File: config.mk
export PLATFORM = sky130hd
export DESIGN_NAME = wdg_window_watchdog
export DESIGN_NICKNAME = d
export VERILOG_FILES = /design/src/rtl/wdg_pkg.sv /design/src/rtl/wdg_window_watchdog.sv
export SDC_FILE = /design/constraint.sdc
export NUM_CORES = 1
export LEC_CHECK = 0
export ABC_CLOCK_PERIOD_IN_PS = 15200
export CAP_MARGIN = 30
export CORE_MARGIN = 4
export CORE_UTILIZATION = 63
export CTS_BUF_LIST = sky130_fd_sc_hd__clkbuf_4 sky130_fd_sc_hd__clkbuf_8
export DETAILED_ROUTE_END_ITERATION = 6
export DONT_BUFFER_PORTS = 1
export PLACE_DENSITY = 0.79
export SLEW_MARGIN = 10
export SYNTH_ARGS = -nofsm -noshare
export SYNTH_HDL_FRONTEND = slang
export SYNTH_SLANG_ARGS = --single-unit
File: constraint.sdc
create_clock -name aclk -period 15.2 [get_ports aclk]
set_input_delay 4.56 -clock aclk [delete_from_list [all_inputs] [get_ports aclk]]
set_output_delay 4.56 -clock aclk [all_outputs]
set_load 0.05 [all_outputs]
File: src/rtl/wdg_pkg.sv
package wdg_pkg;
    // ==========================================================
    // Register indices and address width
    localparam logic [7:0] WDG_IDX_LIMP = 8'h0B;
    localparam logic [7:0] WDG_IDX_CFG = 8'h13;
    localparam logic [7:0] WDG_IDX_TMR = 8'h14;
    localparam logic [7:0] WDG_IDX_THR = 8'h15;
    localparam int WDG_AW = 8;

    // ==========================================================
    // Field positions
    localparam int WDG_LSEL_LSB = 3;
    localparam int WDG_LRST_BIT = 2;
    localparam int WDG_TMO_BIT = 6;
    localparam int WDG_PRE_LSB = 4;
    localparam int WDG_CODE_LSB = 5;
    localparam int WDG_ECNT_LSB = 1;
    localparam int WDG_ST_LIMP_BIT = 7;
    localparam int WDG_ST_SPI_BIT = 6;

    // ==========================================================
    // Reset values and encodings
    localparam logic [3:0] WDG_ECNT_RST = 4'h4;
    localparam logic [3:0] WDG_ECNT_MAX = 4'hF;
    localparam logic [3:0] WDG_ECNT_FIVE = 4'h5;
    localparam logic [3:0] WDG_ECNT_NINE = 4'h9;
    localparam logic [1:0] WDG_THR_EVERY = 2'h0;
    localparam logic [1:0] WDG_THR_FIVE = 2'h1;
    localparam logic [1:0] WDG_THR_NINE = 2'h2;
    localparam logic [1:0] WDG_LSEL_THIRD = 2'h0;
    localparam logic [1:0] WDG_LSEL_FIRST = 2'h1;
    localparam logic [1:0] WDG_LSEL_SW = 2'h2;
    localparam logic [1:0] WDG_GOOD_OFF = 2'h3;
    localparam logic [1:0] WDG_MODE_NORMAL = 2'h2;
    localparam logic [1:0] WDG_STRAP_GND = 2'h0;
    localparam logic [1:0] WDG_STRAP_VCC = 2'h2;
    localparam logic [1:0] WDG_RESP_OK = 2'h0;
    localparam logic [1:0] WDG_RESP_ERR = 2'h2;

    // ==========================================================
    // Timing
    localparam int WDG_CLK_NS = 50;
    localparam int WDG_MS_NS = 1000000;
    localparam int WDG_MS_CYC = WDG_MS_NS / WDG_CLK_NS;
    localparam int WDG_FILT_NS = 1000;
    localparam logic [7:0] WDG_FILT_CYC = 8'(WDG_FILT_NS / WDG_CLK_NS);
    localparam logic [3:0] WDG_PULSE_MS = 4'h2;

    typedef enum logic {WDG_IDLE, WDG_RUN} wdg_state_e;
endpackage : wdg_pkg

File: src/rtl/wdg_window_watchdog.sv
// The implementer's own choices: register access over AXI4-Lite and the placing of the registers.
`timescale 1ns/1ps
// Functional notes
// - Strap or register control is latched from the select pin after reset.
// - Window mode by default; time-out only when register controlled.
// - Timer idles after entering normal mode until the first trigger.
// - Timer runs only in normal mode, held off in standby and sleep.
// - Limp-home output is off in standby and sleep.
// - Limp-home switches on when the error counter hits the trigger level.
// - Error counter increments on each missed window or bad trigger, saturating at 15.
// - Error counter decrements on each good trigger, saturating at zero.
// - Default and strap control pull the reset output low on every error.
// - Registers can move the reset threshold to fifth or ninth error.
// - Error count readable at bits 4 to 1 of register 0x14.
// - Error counter starts at four.
// - Interrupt output pulses low on every error event.
// - Strap pin picks the total window size from three levels.
// - Closed and open windows are each half the total window.
// - Both trigger edges count; glitches shorter than the filter rejected.
// - A full pulse counts as two triggers and so causes an error in window mode.
// - Registers 0x13 to 0x15 configure the watchdog under register control.
// - Bit 6 of register 0x13 selects time-out versus window mode.
// - Period in ms from the prescaler and three-bit timer code table.
// - In time-out mode any trigger before expiry is good.
// - Limp-home off after third good, first good, or software reset bit.
module wdg_window_watchdog #(
    parameter int MS_TICK_CYC = wdg_pkg::WDG_MS_CYC,
    parameter logic [15:0] WIN_GND_MS = 16'h0040,
    parameter logic [15:0] WIN_OPEN_MS = 16'h0080,
    parameter logic [15:0] WIN_VCC_MS = 16'h0100
) (
    // Clock and reset
    input wire logic aclk,
    input wire logic aresetn,
    // AXI4-Lite write
    input wire logic [wdg_pkg::WDG_AW-1:0] s_axi_awaddr,
    input wire logic s_axi_awvalid,
    output logic s_axi_awready,
    input wire logic [31:0] s_axi_wdata,
    input wire logic [3:0] s_axi_wstrb,
    input wire logic s_axi_wvalid,
    output logic s_axi_wready,
    output logic [1:0] s_axi_bresp,
    output logic s_axi_bvalid,
    input wire logic s_axi_bready,
    // AXI4-Lite read
    input wire logic [wdg_pkg::WDG_AW-1:0] s_axi_araddr,
    input wire logic s_axi_arvalid,
    output logic s_axi_arready,
    output logic [31:0] s_axi_rdata,
    output logic [1:0] s_axi_rresp,
    output logic s_axi_rvalid,
    input wire logic s_axi_rready,
    // Device pins and mode
    input wire logic control_select_chipsel,
    input wire logic [1:0] window_size_strap,
    input wire logic [1:0] device_mode,
    input wire logic watchdog_trigger_in,
    output logic watchdog_reset_out_n,
    output logic fault_notify_out_n,
    output logic limp_home_out
);
    import wdg_pkg::*;

    // ==========================================================
    // State
    typedef struct packed {
        logic latched;
        logic cfg_spi;
        wdg_state_e state;
        logic [15:0] ms_div;
        logic [15:0] ms_cnt;
        logic trig_lvl;
        logic [7:0] filt_cnt;
        logic [3:0] err_cnt;
        logic [3:0] rst_cnt;
        logic [3:0] int_cnt;
        logic limp;
        logic [1:0] good_cnt;
        logic tmo_mode;
        logic [1:0] tick_divider_select;
        logic [2:0] period_code;
        logic [1:0] thr;
        logic [1:0] limp_sel;
        logic bvalid;
        logic [1:0] bresp;
        logic rvalid;
        logic [31:0] rdata;
        logic [1:0] rresp;
    } wdg_state_s;

    wdg_state_s q, n;
    logic ms_tick, normal, edge_ev, good, bad, miss, err, trip;
    logic wr_go, rd_go, sw_limp_off;
    logic [15:0] period, half;
    logic [3:0] err_nxt;
    logic [1:0] thr_eff;

    // ==========================================================
    // Helpers
    function automatic logic [15:0] wdg_period_ms(input logic [2:0] code, input logic [1:0] pre);
        logic [15:0] base;
        base = 16'h0000;
        case (code)
            3'h0: base = 16'h0004;
            3'h1: base = 16'h0020;
            3'h2: base = 16'h0080;
            3'h3: base = 16'h0100;
            3'h4: base = 16'h0200;
            3'h5: base = 16'h0800;
            default: base = 16'h2800;
        endcase
        if (code == 3'h3) begin
            case (pre)
                2'h0: wdg_period_ms = 16'h0100;
                2'h1: wdg_period_ms = 16'h0180;
                2'h2: wdg_period_ms = 16'h0200;
                default: wdg_period_ms = 16'h0300;
            endcase
        end else if (code >= 3'h6) begin
            wdg_period_ms = (code == 3'h6 && pre == 2'h1) ? 16'h4F10 : base;
        end else begin
            wdg_period_ms = 16'(base * ({14'h0000, pre} + 16'h0001));
        end
    endfunction : wdg_period_ms

    function automatic logic wdg_hit(input logic [7:0] a, input logic [7:0] idx);
        wdg_hit = (a[7:2] == idx[5:0]) && (a[1:0] == 2'h0) && (idx[7:6] == 2'h0);
    endfunction : wdg_hit

    // Handshake outputs
    assign wr_go = s_axi_awvalid && s_axi_wvalid && !q.bvalid;
    assign rd_go = s_axi_arvalid && !q.rvalid;
    assign s_axi_awready = wr_go;
    assign s_axi_wready = wr_go;
    assign s_axi_arready = !q.rvalid;
    assign s_axi_bvalid = q.bvalid;
    assign s_axi_bresp = q.bresp;
    assign s_axi_rvalid = q.rvalid;
    assign s_axi_rdata = q.rdata;
    assign s_axi_rresp = q.rresp;

    // Pin outputs
    assign watchdog_reset_out_n = (q.rst_cnt == 4'h0);
    assign fault_notify_out_n = (q.int_cnt == 4'h0);
    assign limp_home_out = q.limp && normal;
    assign normal = (device_mode == WDG_MODE_NORMAL);

    // ==========================================================
    // Next-state logic
    always_comb begin
        n = q;
        good = 1'b0;
        bad = 1'b0;
        miss = 1'b0;
        trip = 1'b0;
        edge_ev = 1'b0;
        sw_limp_off = 1'b0;
        // Select latched once after reset release
        if (!q.latched) begin
            n.latched = 1'b1;
            n.cfg_spi = control_select_chipsel;
        end
        // Millisecond tick
        ms_tick = (q.ms_div == 16'(MS_TICK_CYC - 1));
        n.ms_div = ms_tick ? 16'h0000 : q.ms_div + 16'h0001;
        // Glitch filter, either edge; pin level taken as idle level at the latch edge
        if (!q.latched) begin
            n.trig_lvl = watchdog_trigger_in;
            n.filt_cnt = 8'h00;
        end else if (watchdog_trigger_in != q.trig_lvl) begin
            n.filt_cnt = q.filt_cnt + 8'h01;
            if (q.filt_cnt + 8'h01 >= WDG_FILT_CYC) begin
                n.trig_lvl = watchdog_trigger_in;
                n.filt_cnt = 8'h00;
                edge_ev = 1'b1;
            end
        end else begin
            n.filt_cnt = 8'h00;
        end
        // Period selection
        if (q.cfg_spi) begin
            period = wdg_period_ms(q.period_code, q.tick_divider_select);
        end else if (window_size_strap == WDG_STRAP_GND) begin
            period = WIN_GND_MS;
        end else if (window_size_strap == WDG_STRAP_VCC) begin
            period = WIN_VCC_MS;
        end else begin
            period = WIN_OPEN_MS;
        end
        half = {1'b0, period[15:1]};
        // Window timer
        if (!normal) begin
            n.state = WDG_IDLE;
            n.ms_cnt = 16'h0000;
        end else if (edge_ev) begin
            n.ms_cnt = 16'h0000;
            if (q.state == WDG_IDLE) begin
                n.state = WDG_RUN;
            end else if (!(q.cfg_spi && q.tmo_mode) && q.ms_cnt < half) begin
                bad = 1'b1;
            end else begin
                good = 1'b1;
            end
        end else if (q.state == WDG_RUN && ms_tick) begin
            if (q.ms_cnt + 16'h0001 >= period) begin
                miss = 1'b1;
                n.ms_cnt = 16'h0000;
            end else begin
                n.ms_cnt = q.ms_cnt + 16'h0001;
            end
        end
        err = bad || miss;
        // Error counter
        err_nxt = (q.err_cnt == WDG_ECNT_MAX) ? q.err_cnt : q.err_cnt + 4'h1;
        if (err) begin
            n.err_cnt = err_nxt;
        end else if (good && q.err_cnt != 4'h0) begin
            n.err_cnt = q.err_cnt - 4'h1;
        end
        // Reset threshold
        thr_eff = q.cfg_spi ? q.thr : WDG_THR_EVERY;
        if (err) begin
            if (thr_eff == WDG_THR_FIVE) begin
                trip = (err_nxt >= WDG_ECNT_FIVE);
            end else if (thr_eff == WDG_THR_NINE) begin
                trip = (err_nxt >= WDG_ECNT_NINE);
            end else begin
                trip = 1'b1;
            end
        end
        // Output pulses
        if (trip) begin
            n.rst_cnt = WDG_PULSE_MS;
        end else if (ms_tick && q.rst_cnt != 4'h0) begin
            n.rst_cnt = q.rst_cnt - 4'h1;
        end
        if (err) begin
            n.int_cnt = WDG_PULSE_MS;
        end else if (ms_tick && q.int_cnt != 4'h0) begin
            n.int_cnt = q.int_cnt - 4'h1;
        end
        // Register writes
        if (wr_go) begin
            n.bvalid = 1'b1;
            n.bresp = WDG_RESP_OK;
            if (wdg_hit(s_axi_awaddr, WDG_IDX_LIMP) && s_axi_wstrb[0]) begin
                n.limp_sel = s_axi_wdata[WDG_LSEL_LSB+:2];
                sw_limp_off = s_axi_wdata[WDG_LRST_BIT];
            end else if (wdg_hit(s_axi_awaddr, WDG_IDX_CFG) && s_axi_wstrb[0]) begin
                n.tmo_mode = s_axi_wdata[WDG_TMO_BIT];
                n.tick_divider_select = s_axi_wdata[WDG_PRE_LSB+:2];
            end else if (wdg_hit(s_axi_awaddr, WDG_IDX_TMR) && s_axi_wstrb[0]) begin
                n.period_code = s_axi_wdata[WDG_CODE_LSB+:3];
            end else if (wdg_hit(s_axi_awaddr, WDG_IDX_THR) && s_axi_wstrb[0]) begin
                n.thr = s_axi_wdata[1:0];
            end else if (!(wdg_hit(s_axi_awaddr, WDG_IDX_LIMP) || wdg_hit(s_axi_awaddr, WDG_IDX_CFG)
                    || wdg_hit(s_axi_awaddr, WDG_IDX_TMR) || wdg_hit(s_axi_awaddr, WDG_IDX_THR))) begin
                n.bresp = WDG_RESP_ERR;
            end
        end else if (s_axi_bready) begin
            n.bvalid = 1'b0;
        end
        // Limp-home control
        if (!normal) begin
            n.limp = 1'b0;
            n.good_cnt = 2'h0;
        end else if (trip) begin
            n.limp = 1'b1;
            n.good_cnt = 2'h0;
        end else if (q.limp) begin
            if (q.limp_sel == WDG_LSEL_SW && sw_limp_off) begin
                n.limp = 1'b0;
            end else if (good && q.limp_sel == WDG_LSEL_FIRST) begin
                n.limp = 1'b0;
            end else if (good && q.limp_sel == WDG_LSEL_THIRD) begin
                n.good_cnt = q.good_cnt + 2'h1;
                n.limp = (q.good_cnt + 2'h1 != WDG_GOOD_OFF);
            end
        end
        // Register reads
        if (rd_go) begin
            n.rvalid = 1'b1;
            n.rresp = WDG_RESP_OK;
            n.rdata = 32'h0000_0000;
            if (wdg_hit(s_axi_araddr, WDG_IDX_LIMP)) begin
                n.rdata[WDG_LSEL_LSB+:2] = q.limp_sel;
            end else if (wdg_hit(s_axi_araddr, WDG_IDX_CFG)) begin
                n.rdata[WDG_TMO_BIT] = q.tmo_mode;
                n.rdata[WDG_PRE_LSB+:2] = q.tick_divider_select;
            end else if (wdg_hit(s_axi_araddr, WDG_IDX_TMR)) begin
                n.rdata[WDG_CODE_LSB+:3] = q.period_code;
                n.rdata[WDG_ECNT_LSB+:4] = q.err_cnt;
            end else if (wdg_hit(s_axi_araddr, WDG_IDX_THR)) begin
                n.rdata[1:0] = q.thr;
                n.rdata[WDG_ST_LIMP_BIT] = q.limp;
                n.rdata[WDG_ST_SPI_BIT] = q.cfg_spi;
            end else begin
                n.rresp = WDG_RESP_ERR;
            end
        end else if (s_axi_rready) begin
            n.rvalid = 1'b0;
        end
    end

    // ==========================================================
    // State register
    always_ff @(posedge aclk) begin
        if (!aresetn) begin
            q <= '0;
            q.state <= WDG_IDLE;
            q.err_cnt <= WDG_ECNT_RST;
            q.thr <= WDG_THR_EVERY;
            q.limp_sel <= WDG_LSEL_THIRD;
        end else begin
            q <= n;
        end
    end

    // ==========================================================
    // Assertions
    a_sel_held: assert property (@(posedge aclk) disable iff (!aresetn)
        q.latched |=> $stable(q.cfg_spi)) else $error("select latch changed");
    a_idle_off: assert property (@(posedge aclk) disable iff (!aresetn)
        !normal |=> q.state == WDG_IDLE && q.ms_cnt == 16'h0000) else $error("timer ran outside normal");
    a_limp_mode: assert property (@(posedge aclk) disable iff (!aresetn)
        !normal |-> !limp_home_out) else $error("limp on outside normal");
    a_cnt_up: assert property (@(posedge aclk) disable iff (!aresetn)
        err && q.err_cnt < WDG_ECNT_MAX |=> q.err_cnt == $past(q.err_cnt) + 4'h1) else $error("no count up");
    a_cnt_floor: assert property (@(posedge aclk) disable iff (!aresetn)
        good && q.err_cnt == 4'h0 |=> q.err_cnt == 4'h0) else $error("counter wrapped");
    a_rst_every: assert property (@(posedge aclk) disable iff (!aresetn)
        err && !q.cfg_spi |=> !watchdog_reset_out_n) else $error("reset not pulled");
    a_notify_err: assert property (@(posedge aclk) disable iff (!aresetn)
        err |=> !fault_notify_out_n) else $error("notify not pulled");
    a_limp_trip: assert property (@(posedge aclk) disable iff (!aresetn)
        trip && normal |=> q.limp ##0 !watchdog_reset_out_n) else $error("limp not on");
    a_closed_bad: assert property (@(posedge aclk) disable iff (!aresetn)
        normal && edge_ev && q.state == WDG_RUN && !q.cfg_spi && q.ms_cnt < half |-> bad)
        else $error("closed window trigger accepted");
endmodule : wdg_window_watchdog

* Word-level counts from Yosys, hierarchy flattened *
Index checks and enable logic that the tools add are counted.

storage, ports and cells
  register bits after elaboration = 83
  bits of input ports = 65
  output and inout bits = 44
  word-level logic and storage cells = 210

operators by class
  $add $sub $neg = 9
  multiply operators = 1
  order comparisons = 6
  equal/unequal tests = 28
  mux-type cells = 71
  bitwise gates (word level) = 9
  reductions and logical operators = 62

operator list
  kind                   count
  $mux 16                6
  $pmux 14 s6            1
  $eq 6x5->1 const B     6
  $mux 9                 4
  $mux 2                 17
  $add 16x1->16 const B  2
  $pmux 10 s3            1
  $mux 1                 29
  $logic_and 1x1->1      26
  $mux 3                 6
  $eq 16x15->1 const B   1
  $ge 16x16->1           1
  $lt 16x15->1           1
  $mul 16x3->16          1
  $mux 4                 4
  $eq 6x4->1 const B     2
  $reduce_bool 4->1      3
  $sub 4x1->4 const B    3
  $eq 2x2->1 const B     5
  $logic_not 2->1        5
  $reduce_bool 2->1      5
  $eq 3x3->1 const B     3
  $not 1->1              9
  $add 8x1->8 const B    1
  28 further kinds       44

* Logic depth before layout (Yosys ltp) *
  word-level depth = 19
  depth in mapped cells = 26
  mapped depth without buffers = 25

* Least setup slack after synthesis *
No wires, ideal clock.

  kind = input port to output port
  start = in s_axi_awvalid
  end = out s_axi_wready
  arrival time = 5687 ps
  required time = 10640 ps
  path slack = 4953 ps
  stages = 3
  buffers on the path = 1
  cells stage by stage = nand2_1 > nor2_1 > buf_4

on the way
  cells in the longest elaborated chain, start to end = 2

RTL lines
  what                             line                        RTL
  from (decl)                      wdg_window_watchdog.sv:37   input wire logic s_axi_awvalid,
  $logic_and 1x1->1 (2 in series)  wdg_window_watchdog.sv:132  assign wr_go = s_axi_awvalid && s_axi_wvalid && !q.bvalid;
  to (decl)                        wdg_window_watchdog.sv:42   output logic s_axi_wready,

Every way passes these cells.

* Final worst setup path *
  start = in device_mode[1]
  end = out limp_home_out

on the way
  cells in the longest elaborated chain, start to end = 2

RTL lines
  what               line                        RTL
  from (decl)        wdg_window_watchdog.sv:57   input wire logic [1:0] device_mode,
  $eq 2x2->1         wdg_window_watchdog.sv:147  assign normal = (device_mode == WDG_MODE_NORMAL);
  $logic_and 1x1->1  wdg_window_watchdog.sv:146  assign limp_home_out = q.limp && normal;
  to (decl)          wdg_window_watchdog.sv:61   output logic limp_home_out

Every way passes these cells.

==> run_results.csv <==
group,metric,value,unit
synthesis,yosys_most_used_dff,"dfxtp_1",
grt,antenna_found_initial,0,
clock_tree,worstSkewPairLatency,0.35,ns
layout,final_cell_mix,"dfxtp_1 (81), nor2_1 (67), nand2_1 (60)",
critical_path,cpMaxStageDelayCell,"and2_1",
timing,timing.fmax,100,MHz
routing,drc,0,
routing,wl_per_cell,15.4,um
timing,worstMarginPinSlew,0.928,ns
synthesis,seq_area_frac_synth,0.284,
placement,place_hpwl,9190,um
floorplan,ioPinCount,109,
layout,fillers,716,
layout,seq_area,0.00162,mm^2
critical_path,setup.worst_path.start_class,"input port",
pwr,p_total,0.000426,W
layout,drive_gt1_frac,0.0608,
floorplan,die_y,103,um
pwr,leakage,2.43,nW
timing,setup_violations,0,
clock_tree,cts_htree_levels,3,
timing,layout_min_cycle_time,9.98,ns
timing,slew_headroom,0.377,
critical_path,required,10.64,ns
layout,antenna_cells,0,
grt,grtUsageTotal,0.233,
timing,fin_crit_sh,0.657,
grt,first_global_vias,4413,
critical_path,crit_path_end_kind,"output port",
clock_tree,numClockSinks,81,
worst_hold_path,hold_end,"q[88]",
layout,area_delta_synth_final,1.80,%
flow_run,maxCapViolations,0,
routing,first_pass_iters,5,
synthesis,synth_edf_count,0,
critical_path,worstPathMaxFanout,6,
pwr,power_density,73.2,mW/mm^2
placement,gp_congestion,0.847,
critical_path,criticalPathCategory,"in2out",
critical_path,path_cells,"nor2b_1, and2_1",
clock_tree,post_cts_buffers,0,
grt,grt_pass1_wl,20000,um
floorplan,die_area,0.0107,mm^2
critical_path,critPathTopFamily,"simple AND/OR/NAND/NOR gates",
grt,grt_overflow_total,0,
timing,holdWs,0.468,ns
layout,multiInputGateArea,0.00374,mm^2
grt,grt_use_met1,0.295,
grt,grt-busiest-layer,"met2",
synthesis,synthArstFlopShare,0,
grt,global_route.usage.met2,0.391,
pwr,ir_drop,0.0000475,V
routing,drtAntennaViolNets,0,
worst_hold_path,hold_path_class,"reg2reg",
synthesis,synth_area,0.00571,mm^2
timing,skew,0.00667,ns
worst_hold_path,whs_path_depth,1,
run_status,status,"complete, no violations",
floorplan,row_count,34,
timing,fin_ws,5.22,ns
timing,setup_tns,0,ns
synthesis,synth.yosys.warnings,0,
clock_tree,cts-resized-gates,0,
routing,vias,4617,
timing,slew_viol_final,0,
layout,num-nets-final,789,
synthesis,syn_area_per_cell,8.34,um^2
critical_path,r2r_slack,9.48,ns
clock_tree,cts_buffer_depth,2,
placement,io_buffers,0,
grt,grt_max_degree,50,
clock_tree,clk_pin_slew_worst_paths,0.09,ns
timing,hold_viol_final,0,
clock_tree,cts_tree,"done",
worst_hold_path,hold_path_startpoint,"q[88]",
routing,vias_per_cell,5.90,
routing,wl,12000,um
floorplan,core-area,0.00876,mm^2
critical_path,cp_num_buf_inv,0,
synthesis,synth-seq-cells,81,
layout,final_common_cell,"dfxtp_1",
critical_path,r2r-start,"q[45]",
floorplan,start_util,0.652,
grt,met3_usage,0.0563,
critical_path,max_stage_delay,0.53,ns
clock_tree,numCtsBuffers,9,
clock_tree,cts_hold_buf,0,
clock_tree,root_buffer,"clkbuf_8",
layout,fin_util,0.663,
critical_path,r2r_cells,23,
synthesis,ys_types,75,
placement,dp_worst_setup_slack,5.20,ns
timing,rsz0062_at_grt,"no",
critical_path,reg2reg_to,"q[50]",
synthesis,netlist_instances,685,
routing,drt-initial-drc-count,193,
critical_path,arrival,5.42,ns
floorplan,die_x,103,um
[metrics by stage]
stage          cells  cell area [um^2]
3_3_place_gp     765              5600
2_1_floorplan    713              5820
4_1_cts          782              5810
3_5_place_dp     766              5610
5_1_grt          782              5810
6_report         782              5810
[area by class of cell]
type	instances	share of cell area
Multi-Input combinational cell	552	0.644
Clock inverter	6	0.0131
Inverter	23	0.0148
Tap cell	108	0.0232
Sequential cell	81	0.279
Clock buffer	10	0.0226
Timing Repair Buffer	2	0.00323
[cell usage after synthesis, types with 2 or more instances]
library cell / instances / share of area
a211o_1: 2 / 0.0031
a211oi_1: 5 / 0.0066
a21boi_0: 5 / 0.0066
a21o_1: 5 / 0.0066
a21oi_1: 34 / 0.030
a221oi_1: 2 / 0.0031
a22oi_1: 4 / 0.0053
a32oi_1: 3 / 0.0046
and2_1: 13 / 0.014
and3_1: 17 / 0.019
and4b_1: 3 / 0.0053
buf_2: 4 / 0.0035
buf_4: 38 / 0.050
clkbuf_1: 13 / 0.0085
dfxtp_1: 81 / 0.28
fa_1: 2 / 0.0070
ha_1: 53 / 0.12
inv_1: 23 / 0.015
mux2i_1: 17 / 0.030
nand2_1: 60 / 0.039
nand2b_1: 4 / 0.0044
nand3_1: 24 / 0.021
nand3b_1: 9 / 0.012
nand4_1: 10 / 0.011
nand4b_1: 3 / 0.0046
nor2_1: 68 / 0.045
nor2b_1: 25 / 0.027
nor3_1: 17 / 0.015
nor3b_1: 12 / 0.016
nor4b_1: 2 / 0.0031
nor4b_2: 2 / 0.0053
nor4bb_1: 2 / 0.0035
o211a_1: 3 / 0.0053
o211ai_1: 2 / 0.0026
o21a_1: 2 / 0.0026
o21ai_0: 31 / 0.027
o22ai_1: 2 / 0.0022
o31ai_1: 2 / 0.0026
or2_2: 2 / 0.0022
xnor2_1: 19 / 0.029
xor2_1: 26 / 0.040
[where the power goes]
group | leakage (nW) | switching, W | total [W] | internal [W]
Clock | 0.100 | 0.0000859 | 0.000166 | 0.0000803
Combinational | 1.67 | 0.0000266 | 0.0000357 | 0.00000919
Sequential | 0.657 | 0.00000857 | 0.000224 | 0.000215
[worst max-delay path by stage]
stage / to / slack, ns / cells past startpoint / from
finish: limp_home_out / 5.22 / 2 / device_mode[1]
global route: limp_home_out / 5.11 / 2 / device_mode[1]
CTS: limp_home_out / 5.19 / 2 / device_mode[1]
detailed placement: limp_home_out / 5.20 / 2 / device_mode[1]
global placement: s_axi_awready / 5.18 / 2 / s_axi_awvalid
floorplan: s_axi_wready / 4.95 / 3 / s_axi_awvalid
[registers in the layout, indices dropped and copies added, names as in the netlist]
| name | flops |
|---|---|
| q | 69 |
| s_axi_rvalid | 1 |
| s_axi_rresp | 1 |
| s_axi_bvalid | 1 |
| s_axi_rdata | 8 |
| s_axi_bresp | 1 |
[cell families (layout without fill, tap and decap cells)]
family | after synthesis | count (layout) | share of synthesized area
simple gates | 283 | 283 | 0.264
compound gates | 121 | 121 | 0.143
flops | 81 | 81 | 0.284
buf+inv | 80 | 41 | 0.0811
fa+ha+maj | 55 | 55 | 0.123
xor+xnor | 45 | 45 | 0.0690
mux | 19 | 19 | 0.0357
other cells | 1 | 29 | 0.000657
[per-layer routing]
layer | share of wire | routed length (um)
met1 | 0.43 | 5180
met2 | 0.50 | 6030
met3 | 0.054 | 649
met4 | 0.015 | 176
met5 | 0 | 0
(Power assumes the default switching activity.)
